===== config.mk =====
export PLATFORM = sky130hd
export DESIGN_NAME = slpm_top
export DESIGN_NICKNAME = d
export VERILOG_FILES = /design/src/verilog/slpm_pkg.sv /design/src/verilog/slpm_ctl_if.sv /design/src/verilog/slpm_top.sv /design/src/verilog/slpm_regfile.sv /design/src/verilog/slpm_settle_timer.sv
export SDC_FILE = /design/constraint.sdc
export NUM_CORES = 1
export LEC_CHECK = 0
export ABC_CLOCK_PERIOD_IN_PS = 4100
export BUFFER_PORTS_ARGS = -buffer_cell sky130_fd_sc_hd__buf_2
export CORE_MARGIN = 2
export CORE_UTILIZATION = 38
export DETAILED_ROUTE_END_ITERATION = 12
export PLACE_DENSITY = 0.66
export SETUP_SLACK_MARGIN = 0.4
export SLEW_MARGIN = 40
export SYNTH_ARGS = -nofsm -noshare
export SYNTH_HDL_FRONTEND = slang
export SYNTH_SLANG_ARGS = --single-unit

===== constraint.sdc =====
create_clock -name CLOCK_I -period 4.1 [get_ports CLOCK_I]
set_input_delay 0 -clock CLOCK_I [delete_from_list [all_inputs] [get_ports CLOCK_I]]
set_output_delay 0 -clock CLOCK_I [all_outputs]
set_load 0.01 [all_outputs]

===== src/verilog/slpm_pkg.sv =====
// Constants shared by the sleep regulator power mode block
`default_nettype none
package slpm_pkg;
  // Register bus geometry
  localparam int unsigned SLPM_ADDR_W = 4;
  localparam int unsigned SLPM_DATA_W = 8;
  // Register offsets
  localparam logic [3:0] SLPM_OFS_CTRL = 4'h0;
  localparam logic [3:0] SLPM_OFS_STAT = 4'h1;
  // Field positions in the control register
  localparam int unsigned SLPM_CTRL_LPSEL_BIT = 1;
  // Field positions in the status register
  localparam int unsigned SLPM_STAT_ASLEEP_BIT = 0;
  localparam int unsigned SLPM_STAT_SETTLE_BIT = 1;
  localparam int unsigned SLPM_STAT_LPACT_BIT = 2;
  localparam int unsigned SLPM_STAT_FORCED_BIT = 3;
  // Reset values
  localparam logic SLPM_LPSEL_RST = 1'b0;
  localparam logic [7:0] SLPM_DATA_ZERO = 8'h00;
  // Clock and wake settling timing
  localparam int unsigned SLPM_CLK_PERIOD_NS = 100;
  localparam int unsigned SLPM_SETTLE_TIME_NS = 5000;
  // Least time rounds up, never below one cycle
  localparam int unsigned SLPM_SETTLE_CYC_RAW =
    (SLPM_SETTLE_TIME_NS + SLPM_CLK_PERIOD_NS - 1) / SLPM_CLK_PERIOD_NS;
  localparam int unsigned SLPM_SETTLE_CYCLES =
    (SLPM_SETTLE_CYC_RAW < 1) ? 1 : SLPM_SETTLE_CYC_RAW;
  // Power sequencer states
  typedef enum logic [1:0] {
    SLPM_AWAKE,
    SLPM_SLEEP,
    SLPM_SETTLE
  } slpm_state_t;
endpackage : slpm_pkg
`default_nettype wire


===== src/verilog/slpm_ctl_if.sv =====
// Control and status carrier between register file and sequencer
`timescale 1ns/1ps
`default_nettype none
interface slpm_ctl_if;
  logic low_power_sleep_select; // Software low-power sleep choice
  logic asleep;                 // Sequencer is in sleep
  logic settling;               // Wake settling delay running
  logic lp_active;              // Regulator in low-power state
  logic forced_normal;          // Blocking peripheral overrides choice
  modport regs (output low_power_sleep_select, input asleep, input settling,
    input lp_active, input forced_normal);
  modport seq (input low_power_sleep_select, output asleep, output settling,
    output lp_active, output forced_normal);
endinterface : slpm_ctl_if
`default_nettype wire


===== src/verilog/slpm_top.sv =====
// Sleep regulator power mode sequencer, top level
// Functional notes
// - Select bit puts regulator low-power while asleep
// - Select clear keeps normal regulator, fast wake
// - Low-power wake adds settling delay
// - Blocking peripherals force normal regulator mode, except in the unregulated variant
// - Safe wake sources work in low-power sleep
// - Fast oscillator may run for its users
// - Regulator never fully off during sleep
// - Unregulated variant: no select, no delay
`timescale 1ns/1ps
`default_nettype none
module slpm_top
  import slpm_pkg::*;
#(
  parameter bit UNREGULATED = 1'b0,                      // Unregulated variant
  parameter int unsigned SETTLE_CYCLES = SLPM_SETTLE_CYCLES, // Wake settle
  parameter int unsigned N_BLOCK = 4,                    // Blocking peripherals
  parameter int unsigned N_SAFE = 4,                     // Low-power wake sources
  parameter int unsigned N_FOSC = 3                      // Fast oscillator users
) (
  input wire logic CLOCK_I,
  input wire logic RST_I,
  input wire logic [SLPM_ADDR_W-1:0] ADDR_I,
  input wire logic [SLPM_DATA_W-1:0] WDATA_I,
  input wire logic WR_I,
  input wire logic RD_I,
  output logic [SLPM_DATA_W-1:0] RDATA_O,
  input wire logic SLEEP_REQ_I,
  input wire logic [N_SAFE-1:0] SAFE_WAKE_I,
  input wire logic OTHER_WAKE_I,
  input wire logic [N_BLOCK-1:0] BLOCK_EN_I,
  input wire logic [N_FOSC-1:0] FOSC_USER_I,
  output logic ASLEEP_O,
  output logic REG_LOWPOWER_O,
  output logic REG_ON_O,
  output logic FOSC_RUN_O,
  output logic WAKE_ACK_O
);
  slpm_ctl_if ctl ();

  slpm_state_t state_reg;    // Sequencer state
  slpm_state_t state_next;   // Next sequencer state
  logic lp_reg;              // Regulator low-power drive
  logic lp_next;             // Next regulator drive
  logic asleep_reg;          // Sleep indication
  logic fosc_reg;            // Fast oscillator run request
  logic ack_reg;             // Wake acknowledge pulse
  logic ack_next;            // Next acknowledge
  logic reg_on_reg;          // Regulator enable
  logic blocked;             // Some blocking peripheral enabled
  logic wake_any;            // Any wake event
  logic lp_allowed;          // Low-power sleep may be used
  logic timer_start;         // Launch settle delay
  logic timer_busy;          // Settle delay running
  logic timer_done;          // Settle delay last cycle
  logic in_sleep;            // State is sleep
  logic in_settle;           // State is settle

  ////////////////////////////////////////////////////////////////////////
  // Register file and settle timer
  slpm_regfile #(
    .UNREGULATED(UNREGULATED)
  ) u_regs (
    .clk_i(CLOCK_I),
    .rst_i(RST_I),
    .addr_i(ADDR_I),
    .wdata_i(WDATA_I),
    .wr_i(WR_I),
    .rd_i(RD_I),
    .rdata_o(RDATA_O),
    .ctl(ctl.regs)
  );

  slpm_settle_timer #(
    .CYCLES(SETTLE_CYCLES)
  ) u_settle (
    .clk_i(CLOCK_I),
    .rst_i(RST_I),
    .start_i(timer_start),
    .busy_o(timer_busy),
    .done_o(timer_done)
  );

  ////////////////////////////////////////////////////////////////////////
  // Decode of events and conditions
  assign blocked = |BLOCK_EN_I;
  // Safe sources are never masked by the regulator mode
  assign wake_any = (|SAFE_WAKE_I) || OTHER_WAKE_I;
  assign lp_allowed = ctl.low_power_sleep_select && !blocked;
  assign in_sleep = (state_reg == SLPM_SLEEP);
  assign in_settle = (state_reg == SLPM_SETTLE);
  // Delay only when the regulator really was in low power, never unregulated
  assign timer_start = in_sleep && wake_any && lp_reg && !UNREGULATED;

  ////////////////////////////////////////////////////////////////////////
  // Next state and outputs
  always_comb begin
    state_next = state_reg;
    ack_next = 1'b0;
    case (state_reg)
      SLPM_AWAKE: begin
        // Enter sleep on the core request
        if (SLEEP_REQ_I) begin
          state_next = SLPM_SLEEP;
        end
      end
      SLPM_SLEEP: begin
        if (wake_any && timer_start) begin
          state_next = SLPM_SETTLE;
        end else if (wake_any) begin
          state_next = SLPM_AWAKE;
          ack_next = 1'b1;
        end
      end
      SLPM_SETTLE: begin
        // Acknowledge only once the count ran out
        if (timer_done) begin
          state_next = SLPM_AWAKE;
          ack_next = 1'b1;
        end
      end
      default: begin
        state_next = SLPM_AWAKE;
      end
    endcase
  end

  // Low-power drive while asleep; the unregulated part always sleeps lowest
  always_comb begin
    if (state_next == SLPM_SLEEP) begin
      lp_next = UNREGULATED ? 1'b1 : lp_allowed;
    end else begin
      lp_next = 1'b0;
    end
  end

  ////////////////////////////////////////////////////////////////////////
  // State and output registers
  always_ff @(posedge CLOCK_I or posedge RST_I) begin
    if (RST_I) begin
      state_reg <= SLPM_AWAKE;
      lp_reg <= 1'b0;
      ack_reg <= 1'b0;
    end else begin
      state_reg <= state_next;
      lp_reg <= lp_next;
      ack_reg <= ack_next;
    end
  end

  // Sleep flag, oscillator keep-alive and regulator enable
  always_ff @(posedge CLOCK_I or posedge RST_I) begin
    if (RST_I) begin
      asleep_reg <= 1'b0;
      fosc_reg <= 1'b1;
      reg_on_reg <= 1'b0;
    end else begin
      asleep_reg <= (state_next == SLPM_SLEEP);
      fosc_reg <= (state_next != SLPM_SLEEP) || (|FOSC_USER_I);
      reg_on_reg <= 1'b1;
    end
  end

  assign ASLEEP_O = asleep_reg;
  assign REG_LOWPOWER_O = lp_reg;
  assign REG_ON_O = reg_on_reg;
  assign FOSC_RUN_O = fosc_reg;
  assign WAKE_ACK_O = ack_reg;
  assign ctl.asleep = asleep_reg;
  assign ctl.settling = timer_busy;
  assign ctl.lp_active = lp_reg;
  assign ctl.forced_normal = in_sleep && blocked && ctl.low_power_sleep_select;

  ////////////////////////////////////////////////////////////////////////
  // Helper: cycles spent in settle
  logic [31:0] settle_seen;
  always_ff @(posedge CLOCK_I or posedge RST_I) begin
    if (RST_I) begin
      settle_seen <= 32'h0000_0000;
    end else if (in_settle) begin
      settle_seen <= settle_seen + 32'h0000_0001;
    end else begin
      settle_seen <= 32'h0000_0000;
    end
  end

  ////////////////////////////////////////////////////////////////////////
  // Checks
  AST_LP_ENTRY: assert property (@(posedge CLOCK_I) disable iff (RST_I)
    (state_reg == SLPM_AWAKE && SLEEP_REQ_I && ctl.low_power_sleep_select && !blocked)
    |=> REG_LOWPOWER_O && ASLEEP_O)
    else $error("low-power not entered with select set");
  AST_LP_ONLY_ASLEEP: assert property (@(posedge CLOCK_I) disable iff (RST_I)
    REG_LOWPOWER_O |-> ASLEEP_O && in_sleep)
    else $error("low-power drive while awake");
  AST_NORMAL_FAST: assert property (@(posedge CLOCK_I) disable iff (RST_I)
    (in_sleep && wake_any && !REG_LOWPOWER_O) |=> WAKE_ACK_O && !ASLEEP_O)
    else $error("normal sleep wake not immediate");
  AST_SETTLE_DELAY: assert property (@(posedge CLOCK_I) disable iff (RST_I)
    (in_sleep && wake_any && REG_LOWPOWER_O && !UNREGULATED)
    |=> !WAKE_ACK_O ##1 ctl.settling)
    else $error("low-power wake without settling");
  AST_ACK_COUNT: assert property (@(posedge CLOCK_I) disable iff (RST_I)
    (in_settle && state_next == SLPM_AWAKE) |-> settle_seen == SETTLE_CYCLES - 1)
    else $error("wake acknowledged before settle count");
  AST_FORCE_NORMAL: assert property (@(posedge CLOCK_I) disable iff (RST_I)
    (state_next == SLPM_SLEEP && blocked && !UNREGULATED) |=> !REG_LOWPOWER_O)
    else $error("blocking peripheral did not force normal mode");
  AST_SAFE_WAKE: assert property (@(posedge CLOCK_I) disable iff (RST_I)
    (in_sleep && |SAFE_WAKE_I) |=> !in_sleep)
    else $error("safe wake source ignored");
  AST_FOSC_KEEP: assert property (@(posedge CLOCK_I) disable iff (RST_I)
    (|FOSC_USER_I) |=> FOSC_RUN_O)
    else $error("fast oscillator stopped while in use");
  AST_REG_ON: assert property (@(posedge CLOCK_I) disable iff (RST_I)
    !$past(RST_I) |-> REG_ON_O)
    else $error("regulator switched off");
  AST_UNREG: assert property (@(posedge CLOCK_I) disable iff (RST_I)
    (UNREGULATED && in_sleep && wake_any) |=> WAKE_ACK_O && !REG_LOWPOWER_O)
    else $error("unregulated wake delayed");

  ////////////////////////////////////////////////////////////////////////
  // Sequencing checks
  // Wake acknowledge is a single-cycle pulse
  AST_ACK_PULSE: assert property (@(posedge CLOCK_I) disable iff (RST_I)
    WAKE_ACK_O
    |=> !WAKE_ACK_O)
    else $error("wake acknowledge longer than one cycle");

  // Acknowledge only once sleep and low power are left
  AST_ACK_AWAKE: assert property (@(posedge CLOCK_I) disable iff (RST_I)
    WAKE_ACK_O
    |-> !ASLEEP_O && !REG_LOWPOWER_O)
    else $error("wake acknowledged while still asleep");

  // Settling runs with the regulator back in normal mode
  AST_SETTLE_VIEW: assert property (@(posedge CLOCK_I) disable iff (RST_I)
    in_settle
    |-> !ASLEEP_O && !REG_LOWPOWER_O && REG_ON_O)
    else $error("regulator not normal while settling");

  // Settling is left only when the count runs out
  AST_SETTLE_HOLD: assert property (@(posedge CLOCK_I) disable iff (RST_I)
    (in_settle && !timer_done)
    |=> in_settle)
    else $error("settling left before count expired");

  // The counter is running for the whole settle phase
  AST_SETTLE_TIMER: assert property (@(posedge CLOCK_I) disable iff (RST_I)
    in_settle
    |-> ctl.settling)
    else $error("settle phase without running counter");

  // The unregulated part never settles
  AST_UNREG_NO_SETTLE: assert property (@(posedge CLOCK_I) disable iff (RST_I)
    UNREGULATED
    |-> !in_settle)
    else $error("unregulated variant entered settling");

  // The unregulated part always sleeps in its lowest state
  AST_UNREG_LP_SLEEP: assert property (@(posedge CLOCK_I) disable iff (RST_I)
    (UNREGULATED && in_sleep)
    |-> REG_LOWPOWER_O)
    else $error("unregulated variant not lowest while asleep");

  // Normal-mode sleep never goes through settling
  AST_NORMAL_NO_SETTLE: assert property (@(posedge CLOCK_I) disable iff (RST_I)
    (in_sleep && !REG_LOWPOWER_O)
    |=> !in_settle)
    else $error("normal sleep wake went through settling");

  // Select clear keeps the regulator normal
  AST_SELECT_CLEAR: assert property (@(posedge CLOCK_I) disable iff (RST_I)
    (!UNREGULATED && !ctl.low_power_sleep_select)
    |=> !REG_LOWPOWER_O)
    else $error("low-power drive with select clear");

  // Fast oscillator always runs while awake
  AST_FOSC_AWAKE: assert property (@(posedge CLOCK_I) disable iff (RST_I)
    !ASLEEP_O
    |-> FOSC_RUN_O)
    else $error("fast oscillator stopped while awake");

  // Fast oscillator stops in sleep without users
  AST_FOSC_IDLE_STOP: assert property (@(posedge CLOCK_I) disable iff (RST_I)
    (state_next == SLPM_SLEEP && !(|FOSC_USER_I))
    |=> !FOSC_RUN_O)
    else $error("fast oscillator kept without users");

  // Core request while awake enters sleep
  AST_SLEEP_ENTRY: assert property (@(posedge CLOCK_I) disable iff (RST_I)
    (state_reg == SLPM_AWAKE && SLEEP_REQ_I)
    |=> ASLEEP_O)
    else $error("sleep request not taken");

  // Low power resumes once blocking peripherals are gone
  AST_LP_RELEASE: assert property (@(posedge CLOCK_I) disable iff (RST_I)
    (in_sleep && !wake_any && !blocked && ctl.low_power_sleep_select)
    |=> REG_LOWPOWER_O)
    else $error("low power not resumed after release");

endmodule : slpm_top
`default_nettype wire


===== src/verilog/slpm_regfile.sv =====
// Register bus slave holding the regulator control register
`timescale 1ns/1ps
`default_nettype none
module slpm_regfile
  import slpm_pkg::*;
#(
  parameter bit UNREGULATED = 1'b0
) (
  input wire logic clk_i,
  input wire logic rst_i,
  input wire logic [SLPM_ADDR_W-1:0] addr_i,
  input wire logic [SLPM_DATA_W-1:0] wdata_i,
  input wire logic wr_i,
  input wire logic rd_i,
  output logic [SLPM_DATA_W-1:0] rdata_o,
  slpm_ctl_if.regs ctl
);
  logic lpsel_reg;                    // Stored selection bit
  logic [SLPM_DATA_W-1:0] rdata_reg;  // Read data register
  logic [SLPM_DATA_W-1:0] ctrl_view;  // Control register image
  logic [SLPM_DATA_W-1:0] stat_view;  // Status register image
  logic [SLPM_DATA_W-1:0] rd_mux;     // Selected read value
  logic wr_ctrl;                      // Write hits control register

  ////////////////////////////////////////////////////////////////////////
  // Decode and read selection
  assign wr_ctrl = wr_i && (addr_i == SLPM_OFS_CTRL) && !UNREGULATED;
  always_comb begin
    ctrl_view = SLPM_DATA_ZERO;
    ctrl_view[SLPM_CTRL_LPSEL_BIT] = lpsel_reg;
    stat_view = SLPM_DATA_ZERO;
    stat_view[SLPM_STAT_ASLEEP_BIT] = ctl.asleep;
    stat_view[SLPM_STAT_SETTLE_BIT] = ctl.settling;
    stat_view[SLPM_STAT_LPACT_BIT] = ctl.lp_active;
    stat_view[SLPM_STAT_FORCED_BIT] = ctl.forced_normal;
  end
  // Unmapped offsets read as zero
  assign rd_mux = (addr_i == SLPM_OFS_CTRL) ? ctrl_view :
                  (addr_i == SLPM_OFS_STAT) ? stat_view : SLPM_DATA_ZERO;

  ////////////////////////////////////////////////////////////////////////
  // Selection bit; absent in the unregulated variant
  always_ff @(posedge clk_i or posedge rst_i) begin
    if (rst_i) begin
      lpsel_reg <= SLPM_LPSEL_RST;
    end else if (wr_ctrl) begin
      lpsel_reg <= wdata_i[SLPM_CTRL_LPSEL_BIT];
    end
  end

  // Read data stand only in the cycle after the strobe
  always_ff @(posedge clk_i or posedge rst_i) begin
    if (rst_i) begin
      rdata_reg <= SLPM_DATA_ZERO;
    end else begin
      rdata_reg <= rd_i ? rd_mux : SLPM_DATA_ZERO;
    end
  end

  assign rdata_o = rdata_reg;
  assign ctl.low_power_sleep_select = lpsel_reg;
endmodule : slpm_regfile
`default_nettype wire


===== src/verilog/slpm_settle_timer.sv =====
// Wake settling delay counter
`timescale 1ns/1ps
`default_nettype none
module slpm_settle_timer #(
  parameter int unsigned CYCLES = 50
) (
  input wire logic clk_i,
  input wire logic rst_i,
  input wire logic start_i,
  output logic busy_o,
  output logic done_o
);
  localparam int unsigned CW = $clog2(CYCLES + 1);
  localparam logic [CW-1:0] CNT_LOAD = CW'(CYCLES);
  localparam logic [CW-1:0] CNT_ONE = CW'(1);
  localparam logic [CW-1:0] CNT_ZERO = CW'(0);
  logic [CW-1:0] cnt_reg; // Cycles left
  logic last;             // Final counting cycle

  assign last = (cnt_reg == CNT_ONE);

  ////////////////////////////////////////////////////////////////////////
  // Load on start, count down to zero
  always_ff @(posedge clk_i or posedge rst_i) begin
    if (rst_i) begin
      cnt_reg <= CNT_ZERO;
    end else if (start_i) begin
      cnt_reg <= CNT_LOAD;
    end else if (cnt_reg != CNT_ZERO) begin
      cnt_reg <= cnt_reg - CNT_ONE;
    end
  end

  assign busy_o = (cnt_reg != CNT_ZERO);
  assign done_o = last;
endmodule : slpm_settle_timer
`default_nettype wire


Yosys cells after proc, flatten, opt, wreduce, memory -nomap -nowiden
Cells that the tools add are included.

storage, ports and cells
  register bits = 22
  output and inout port bits = 13

operators by class
  add/sub/neg operators = 1
  equality and inequality tests = 6
  muxes and demuxes = 15
  reductions and logical operators = 17

operator list
  kind                                                                     number
  8-bit two-way mux                                                        2
  6-bit two-way mux                                                        2
  2-bit two-way mux                                                        4
  4-bit OR reduction                                                       2
  1-bit logical AND                                                        7
  6-bit by 1-bit == test with 1-bit output, second input constant          1
  2-bit case mux with 3 select lines                                       1
  6-bit nonzero test                                                       1
  6-bit by 1-bit subtractor with 6-bit output, second input constant       1
  2-bit by 1-bit == test with 1-bit output, second input constant          2
  4-bit by 1-bit == test with 1-bit output, second input constant          1
  4-bit logical NOT                                                        1
  1-bit two-way mux                                                        4
  4-bit two-way mux                                                        1
  3-bit OR reduction                                                       1
  2-bit == test, second input constant                                     1
  2-bit logical NOT                                                        1
  1-bit logical OR                                                         2
  2-bit by 1-bit inequality test with 1-bit output, second input constant  1
  1-bit case mux with 2 select lines                                       1
  2-bit nonzero test                                                       1
  1-bit logical NOT                                                        1

Longest topological paths before layout
Gate-level depths: netlist of the first run.

  depth after elaboration = 9
  mapped depth = 6

Hierarchy
A second synthesis of the first run with hierarchy kept.

unflattened totals
  cells, all modules = 100
  area, all modules = 987.2 µm²

modules (own cells, without submodules)
  module             times used  cells each  area an instance (µm²)  seq. area each (µm²)
  slpm_top           1           40          399.1                   176.4
  slpm_settle_timer  1           36          347.8                   150.1
  slpm_regfile       1           24          240.2                   125.1

Worst setup path before layout of the first run
No wires, ideal clock.

  path type = reg-to-reg
  start = register u_settle.cnt_reg[5]
  end = register lp_reg (netlist: REG_LOWPOWER_O)
  setup time = 0.146 ns
  arrival = 1.416 ns
  data required time = 3.954 ns
  path slack = 2.538 ns
  cell stages (with the launch flop) = 5
  buffers on the path = 0
  cell sequence = dfrtp_1 nor4_1 nand2_1 a221oi_1 nor4b_2

between the ends
  word-level cells in the longest chain between the ends = 5

RTL lines
  element                                   line                     text
  start: declaration                        slpm_settle_timer.sv:17  logic [CW-1:0] cnt_reg;
  start signal: assignment                  slpm_settle_timer.sv:30  cnt_reg <= cnt_reg - CNT_ONE;
  6-bit by 1-bit == test with 1-bit output  slpm_settle_timer.sv:20  assign last = (cnt_reg == CNT_ONE);
  2-bit two-way mux                         slpm_top.sv:118          if (timer_done) begin
  2-bit case mux with 3 select lines        slpm_top.sv:101          case (state_reg)
  2-bit by 1-bit == test with 1-bit output  slpm_top.sv:131          if (state_next == SLPM_SLEEP) begin
  1-bit two-way mux                         slpm_top.sv:131
  via lp_next                               slpm_top.sv:45           logic lp_next;
  end signal: assignment                    slpm_top.sv:147          lp_reg <= lp_next;
  end: declaration                          slpm_top.sv:44           logic lp_reg;

The timed path passes the listed nets, and every way through them passes these cells.
A chain may end at the register's enable or synchronous reset.

Worst setup path in the final report of the first run
  start = register u_settle.cnt_reg[5]
  end = register u_regs.rdata_reg[1] (netlist: u_regs.rdata_o[1])

between the ends
  word-level cells in the longest chain between the ends = 4

RTL lines
  element                 line                     text
  6-bit nonzero test      slpm_settle_timer.sv:34  assign busy_o = (cnt_reg != CNT_ZERO);
  4-bit two-way mux       slpm_regfile.sv:39       (addr_i == SLPM_OFS_STAT) ? stat_view : SLPM_DATA_ZERO;
  8-bit two-way mux       slpm_regfile.sv:38       assign rd_mux = (addr_i == SLPM_OFS_CTRL) ? ctrl_view :
  8-bit two-way mux       slpm_regfile.sv:56       rdata_reg <= rd_i ? rd_mux : SLPM_DATA_ZERO;
  end signal: assignment  slpm_regfile.sv:56
  end: declaration        slpm_regfile.sv:19       logic [SLPM_DATA_W-1:0] rdata_reg;

No other way between the ends.

==> results of run 1 <==
-- metal layers --
layer	vias up	part of all wire, %
met5	-	0
met4	0	1.4
met3	2	7.6
met2	32	49
met1	369	42
li1	408	-
-- per-stage QoR --
step	utilization (%)	setup WS (ns)	hold slack [ns]	cell area, um^2	instances
floorplan	-	2.54	-0.0622	968	98
global placement	46.3	2.36	0.134	1130	154
detailed placement	46.3	2.36	0.151	1130	154
CTS	50.7	2.15	0.0169	1230	166
global route	50.7	2.00	0.0370	1230	166
finish	50.7	2.14	0.0375	1230	166
-- critical path: cells and delay by family (launching register included) --
kind,cells,cell delay (ns)
AOI/OAI and AO/OA,1,0.07
buffers and inverters,2,0.68
and+or+nand+nor,2,0.68
DFF,1,0.43
-- layout make-up --
type	count	area [um^2]
Fill cell	219	1200
Sequential cell	18	452
Timing Repair Buffer	38	230
Multi-Input combinational cell	68	457
Inverter	8	30.0
Tap cell	30	37.5
Clock buffer	4	26.3
-- worst min path at each step --
stage | start | to | slack [ns] | depth (start not counted)
after detailed placement | RST_I | REG_ON_O | 0.15 | 2
final | RD_I | u_regs.rdata_o[0] | 0.04 | 3
after global placement | RST_I | REG_ON_O | 0.13 | 2
after global routing | RD_I | u_regs.rdata_o[0] | 0.04 | 3
after floorplan | RST_I | ASLEEP_O | -0.06 | 1
after CTS | RD_I | u_regs.rdata_o[0] | 0.02 | 3
-- repair_timing --
item | CTS | global route
hold endpoints to repair | 21 | 0
setup buffers | 0 | 0
hold buffers | 8 | 0
-- layout by cell type (no fill, tap or decap), types with 2 or more instances in the layout --
cell type      count
conb_1             5
o21ai_0            3
a21oi_1            2
nor3_1             4
clkbuf_4           3
nand3_1            4
nand2b_1           2
nor2_1            10
nand2_1            7
buf_2             30
inv_1              8
o211ai_1           2
dfrtp_1           17
xnor2_1            2
dlygate4sd3_1      8
ha_1               7
nor4_1             2
-- cell families after synthesis --
logic type | after synthesis | share of synthesized area [%]
other | 2 | 0.785
AOI/OAI and AO/OA | 16 | 12.0
xor gates and xnor gates | 3 | 2.75
muxes | 1 | 1.18
DFF | 18 | 47.2
adders and majority gates | 7 | 9.15
and+or+nand+nor | 36 | 20.7
buffers and inverters | 12 | 6.27
-- power breakdown --
| part | switching (mW) | internal, mW | total (mW) |
|---|---|---|---|
| Clock | 0.0545 | 0.0378 | 0.0923 |
| Combinational | 0.0124 | 0.0150 | 0.0274 |
| Sequential | 0.00255 | 0.180 | 0.183 |
| Total | 0.0694 | 0.233 | 0.303 |
==> flow_summary.ini, run 1 <==
[floorplanning]
die_h_um = 54.2
rows = 18
initial_core_util_pct = 39.4
io_pins = 42
die_w_um = 54.2
die_area_um2 = 2940
core_area_um2 = 2430

[grt]
grt-ovfl-total = 0
use_met1_pct = 14.9
first_global_vias = 701
grt_usage_pct = 14.0
met3_usage_pct = 3.33
grt_antenna_before_repair = 0
grt_pass1_wl_um = 2810
grt_use_met2_pct = 24.5
grt_max_degree = 19
busiest_layer = met2

[worst_setup_path]
end_kind = register
startpoint = u_settle.cnt_reg[5]
r2r_start = u_settle.cnt_reg[5]
max_stage_delay_ns = 0.55
r2r_slack_ns = 2.14
cp-start-kind = register
reg2reg_depth = 5
critical-path-slowest-cell = dlygate4sd3_1
cp.arrival_ns = 2.15
crit_end = u_regs.rdata_o[1]
worstPathRequired_ns = 4.29
worstPathCellList = nor4_1 -> nand2_1 -> inv_1 -> a211oi_1 -> dlygate4sd3_1
critical_path_class = reg -> reg
r2r_end = u_regs.rdata_o[1]
worstPathMaxFanout = 5

[placement]
io_buffers = 30
place.gp.congestion = 0.680
hpwl_um = 1460

[clocking]
cts-htree-levels = 1
numClockSinks = 18
cts_tree = built
numCtsBuffers = 3
cts_resized = 0
cts-root-buf = clkbuf_4
clkSlewWorstSetupHoldPaths_ns = 0.11
clk_path_buf_depth = 2
insertion_delay_ns = 0.29

[yosys]
synth_cells = 95
synth_flop_cell = dfrtp_1
synth_top_area_share_pct = 44.4
synthTopCellsByArea = dfrtp_1 44%, ha_1 9.2%, nor2_1 3.9%
yosys.area.top_type = dfrtp_1
ys_warn_count = 0
synth.yosys.seq_area_share_pct = 47.2
netlist_area_um2 = 957
ys_async_sr_fraction_pct = 100
postSynthAreaPerCell_um2 = 10.1
synth-seq-cells = 18
synthDistinctLibCells = 34
synth_most_common_cell = dfrtp_1
synth_edf_count = 0
ys_top_cells_by_count = 17 x dfrtp_1, 10 x nor2_1, 8 x inv_1

[power]
peakVddDrop_mv = 0.118
p_per_area_nw_per_um2 = 246
finalPower_mw = 0.303
p_leak_nw = 0.625

[timing]
tightest_slew_ns = 0.674
final.setup.tns_ns = 0
timing.final.crit_period_ns = 1.96
slew_viol_final = 0
hold_viol_final = 0
period_share_pct = 47.8
setup_viol = 0
clock.fmax_mhz = 511
slew_headroom_pct = 55.0
fin_skew_ns = 0.00734
rsz0062_at_grt = no

[detailed_routing]
drtIter0Drc = 7
via_count = 811
postRouteAntennaNets = 0
wl_per_cell_um = 11.4
drt_wl_total_um = 1890
drtPass1Iterations = 4
vias_per_cell = 4.89
drc = 0

[layout]
diodes = 0
drive_above_1_share_pct = 27.9
largest_reg_flops = 6
area_growth_pct = 28.8
fin_nets = 173

[min_path]
min_path_type = in -> reg

[job]
maxCapViolCount = 0

[run_status]
status = completed
Note: power is estimated with default switching activity, not from simulation.
==> run 2: changes to the inputs <==
--- a/config.mk
+++ b/config.mk
@@ -5,12 +5,13 @@
 export SDC_FILE = /design/constraint.sdc
 export NUM_CORES = 1
 export LEC_CHECK = 0
-export ABC_CLOCK_PERIOD_IN_PS = 4100
+export ABC_AREA = 1
+export ABC_CLOCK_PERIOD_IN_PS = 1640
 export BUFFER_PORTS_ARGS = -buffer_cell sky130_fd_sc_hd__buf_2
 export CORE_MARGIN = 2
 export CORE_UTILIZATION = 38
 export DETAILED_ROUTE_END_ITERATION = 12
-export PLACE_DENSITY = 0.66
+export PLACE_DENSITY = 0.69
 export SETUP_SLACK_MARGIN = 0.4
 export SLEW_MARGIN = 40
 export SYNTH_ARGS = -nofsm -noshare
==> constraint.sdc (replaced) <==
create_clock -name CLOCK_I -period 1.64 [get_ports CLOCK_I]
set_input_delay 0 -clock CLOCK_I [delete_from_list [all_inputs] [get_ports CLOCK_I]]
set_output_delay 0 -clock CLOCK_I [all_outputs]
set_load 0.01 [all_outputs]
==> flow_summary.ini, run 2 <==
[floorplanning]
die_area_um2 = 3010
die_w_um = 54.9
core_area_um2 = 2480
initial_core_util_pct = 39.7
die_h_um = 54.9
rows = 18
io_pins = 42

[timing]
slew_headroom_pct = 54.9
worst_slack_ns = 0.337
clock.fmax_mhz = 767
slew_viol_final = 0
period_share_pct = 79.5
setup_viol = 0
tightest_slew_ns = 0.676
fin_skew_ns = 0.00382
whs_ns = 0.0406
timing.final.crit_period_ns = 1.30
final.setup.tns_ns = 0
hold_viol_final = 0
rsz0062_at_grt = yes

[worst_setup_path]
critical_path_class = reg -> reg
end_kind = register
cp-start-kind = register
worstPathMaxFanout = 3
r2r_start = state_reg[0]
r2r_end = REG_LOWPOWER_O
worstPathRequired_ns = 1.84
r2r_slack_ns = 0.34
reg2reg_depth = 8
cp.arrival_ns = 1.50

[clocking]
cts-root-buf = clkbuf_4
cts_tree = built
insertion_delay_ns = 0.30
numCtsBuffers = 3
clk_path_buf_depth = 2
numClockSinks = 18
cts-htree-levels = 1
clkSlewWorstSetupHoldPaths_ns = 0.11

[yosys]
synthDistinctLibCells = 27
ys_top_cells_by_count = 17 x dfrtp_1, 14 x inv_1, 11 x nand3_1
synthTopCellsByArea = dfrtp_1 43%, ha_1 8.9%, nand3_1 5.6%
synth_top_area_share_pct = 43.2
netlist_area_um2 = 985
ys_async_sr_fraction_pct = 100
ys_warn_count = 0
synth_cells = 105
yosys.area.top_type = dfrtp_1
synth_edf_count = 0
synth_flop_cell = dfrtp_1
synth.yosys.seq_area_share_pct = 45.9
postSynthAreaPerCell_um2 = 9.38
synth-seq-cells = 18
synth_most_common_cell = dfrtp_1

[power]
peakVddDrop_mv = 1.05
p_per_area_nw_per_um2 = 1260
p_leak_nw = 0.727
finalPower_mw = 1.80

[placement]
io_buffers = 30
place.gp.congestion = 0.803
hpwl_um = 1420
dpl_worst_slack_ns = 0.325

[layout]
layout.cells.most_common_list = 30 x buf_2, 16 x dfrtp_1, 10 x nand3_1, 10 x dlygate4sd3_1, 9 x nand2_1
largest_reg_flops = 6
drive_above_1_share_pct = 45.9
multi_input_area_um2 = 541
diodes = 0
area_growth_pct = 45.2
seqCellArea_um2 = 453
nFillCells = 234
fin_nets = 194
final_common_cell = buf_2

[grt]
grt-ovfl-total = 0
grt_max_degree = 19
grt_antenna_before_repair = 0
grt_pass1_wl_um = 3480
grt_usage_pct = 16.7
first_global_vias = 829

[detailed_routing]
drtPass1Iterations = 4
vias_per_cell = 4.58
via_count = 856
drt_wl_total_um = 2170
drtIter0Drc = 13
wl_per_cell_um = 11.6
drc = 0
postRouteAntennaNets = 0

[job]
maxCapViolCount = 0

[min_path]
hp-start = ADDR_I[1]
min_path_cells = 4
min_path_type = in -> reg
holdPathEnd = u_regs.rdata_o[1]

[run_status]
status = completed
run 2: worst max-delay path, cell delays in order (launching register included):
cell and delay, ns:
dfrtp_2 0.46, inv_2 0.10, ha_4 0.14, inv_2 0.04, or2_4 0.22, nand3_2 0.08, nand2_4 0.06, nand2_4 0.07
nor3_2 0.04
run 2: cells by family after synthesis:
kind of cell	share of synthesized area, %
AOI/OAI and AO/OA	4.57
buffers and inverters	8.39
and+or+nand+nor	26.8
xor gates and xnor gates	3.56
adders and majority gates	8.89
DFF	45.9
other	0.763
muxes	1.14
run 2: worst max-delay path by stage:
stage,start,end,slack (ns)
floorplan,state_reg[1],REG_LOWPOWER_O,0.40
global placement,state_reg[1],FOSC_RUN_O,0.34
detailed placement,state_reg[0],REG_LOWPOWER_O,0.33
CTS,state_reg[0],REG_LOWPOWER_O,0.34
global route,state_reg[1],FOSC_RUN_O,0.28
finish,state_reg[0],REG_LOWPOWER_O,0.34
run 2: per-layer routing:
layer / GRT usage [%] / part of all wire [%]
met5: 0 / 0
met4: 4.07 / 0
met3: 4.84 / 4.3
met2: 31.3 / 55
met1: 18.4 / 40
run 2: layout make-up:
class                           count  share of cell area, %
Multi-Input combinational cell     73                   37.8
Timing Repair Buffer               48                   21.7
Clock buffer                        4                   2.54
Inverter                           14                   3.67
Tap cell                           30                   2.62
Sequential cell                    18                   31.7
run 2: power by group:
group / leakage, nW / switching (mW) / internal [mW]
logic: 0.481 / 0.412 / 0.402
registers: 0.226 / 0.137 / 0.571
clock network: 0.0210 / 0.141 / 0.135
total: 0.727 / 0.691 / 1.11
run 2: stage by stage:
step	area (um^2)	util, %	std cells
floorplan	1020	-	108
global placement	1180	47.7	164
detailed placement	1180	47.7	164
CTS	1360	54.7	182
global route	1430	57.7	187
finish	1430	57.7	187
run 2: repair_timing:
action,in CTS,in global routing
endpoints found under the setup margin,6,10
hold buffers,10,0
gates resized for setup,4,10
cloned,0,1
setup buffers,4,4
hold endpoints to repair,21,0
pin swaps,1,7
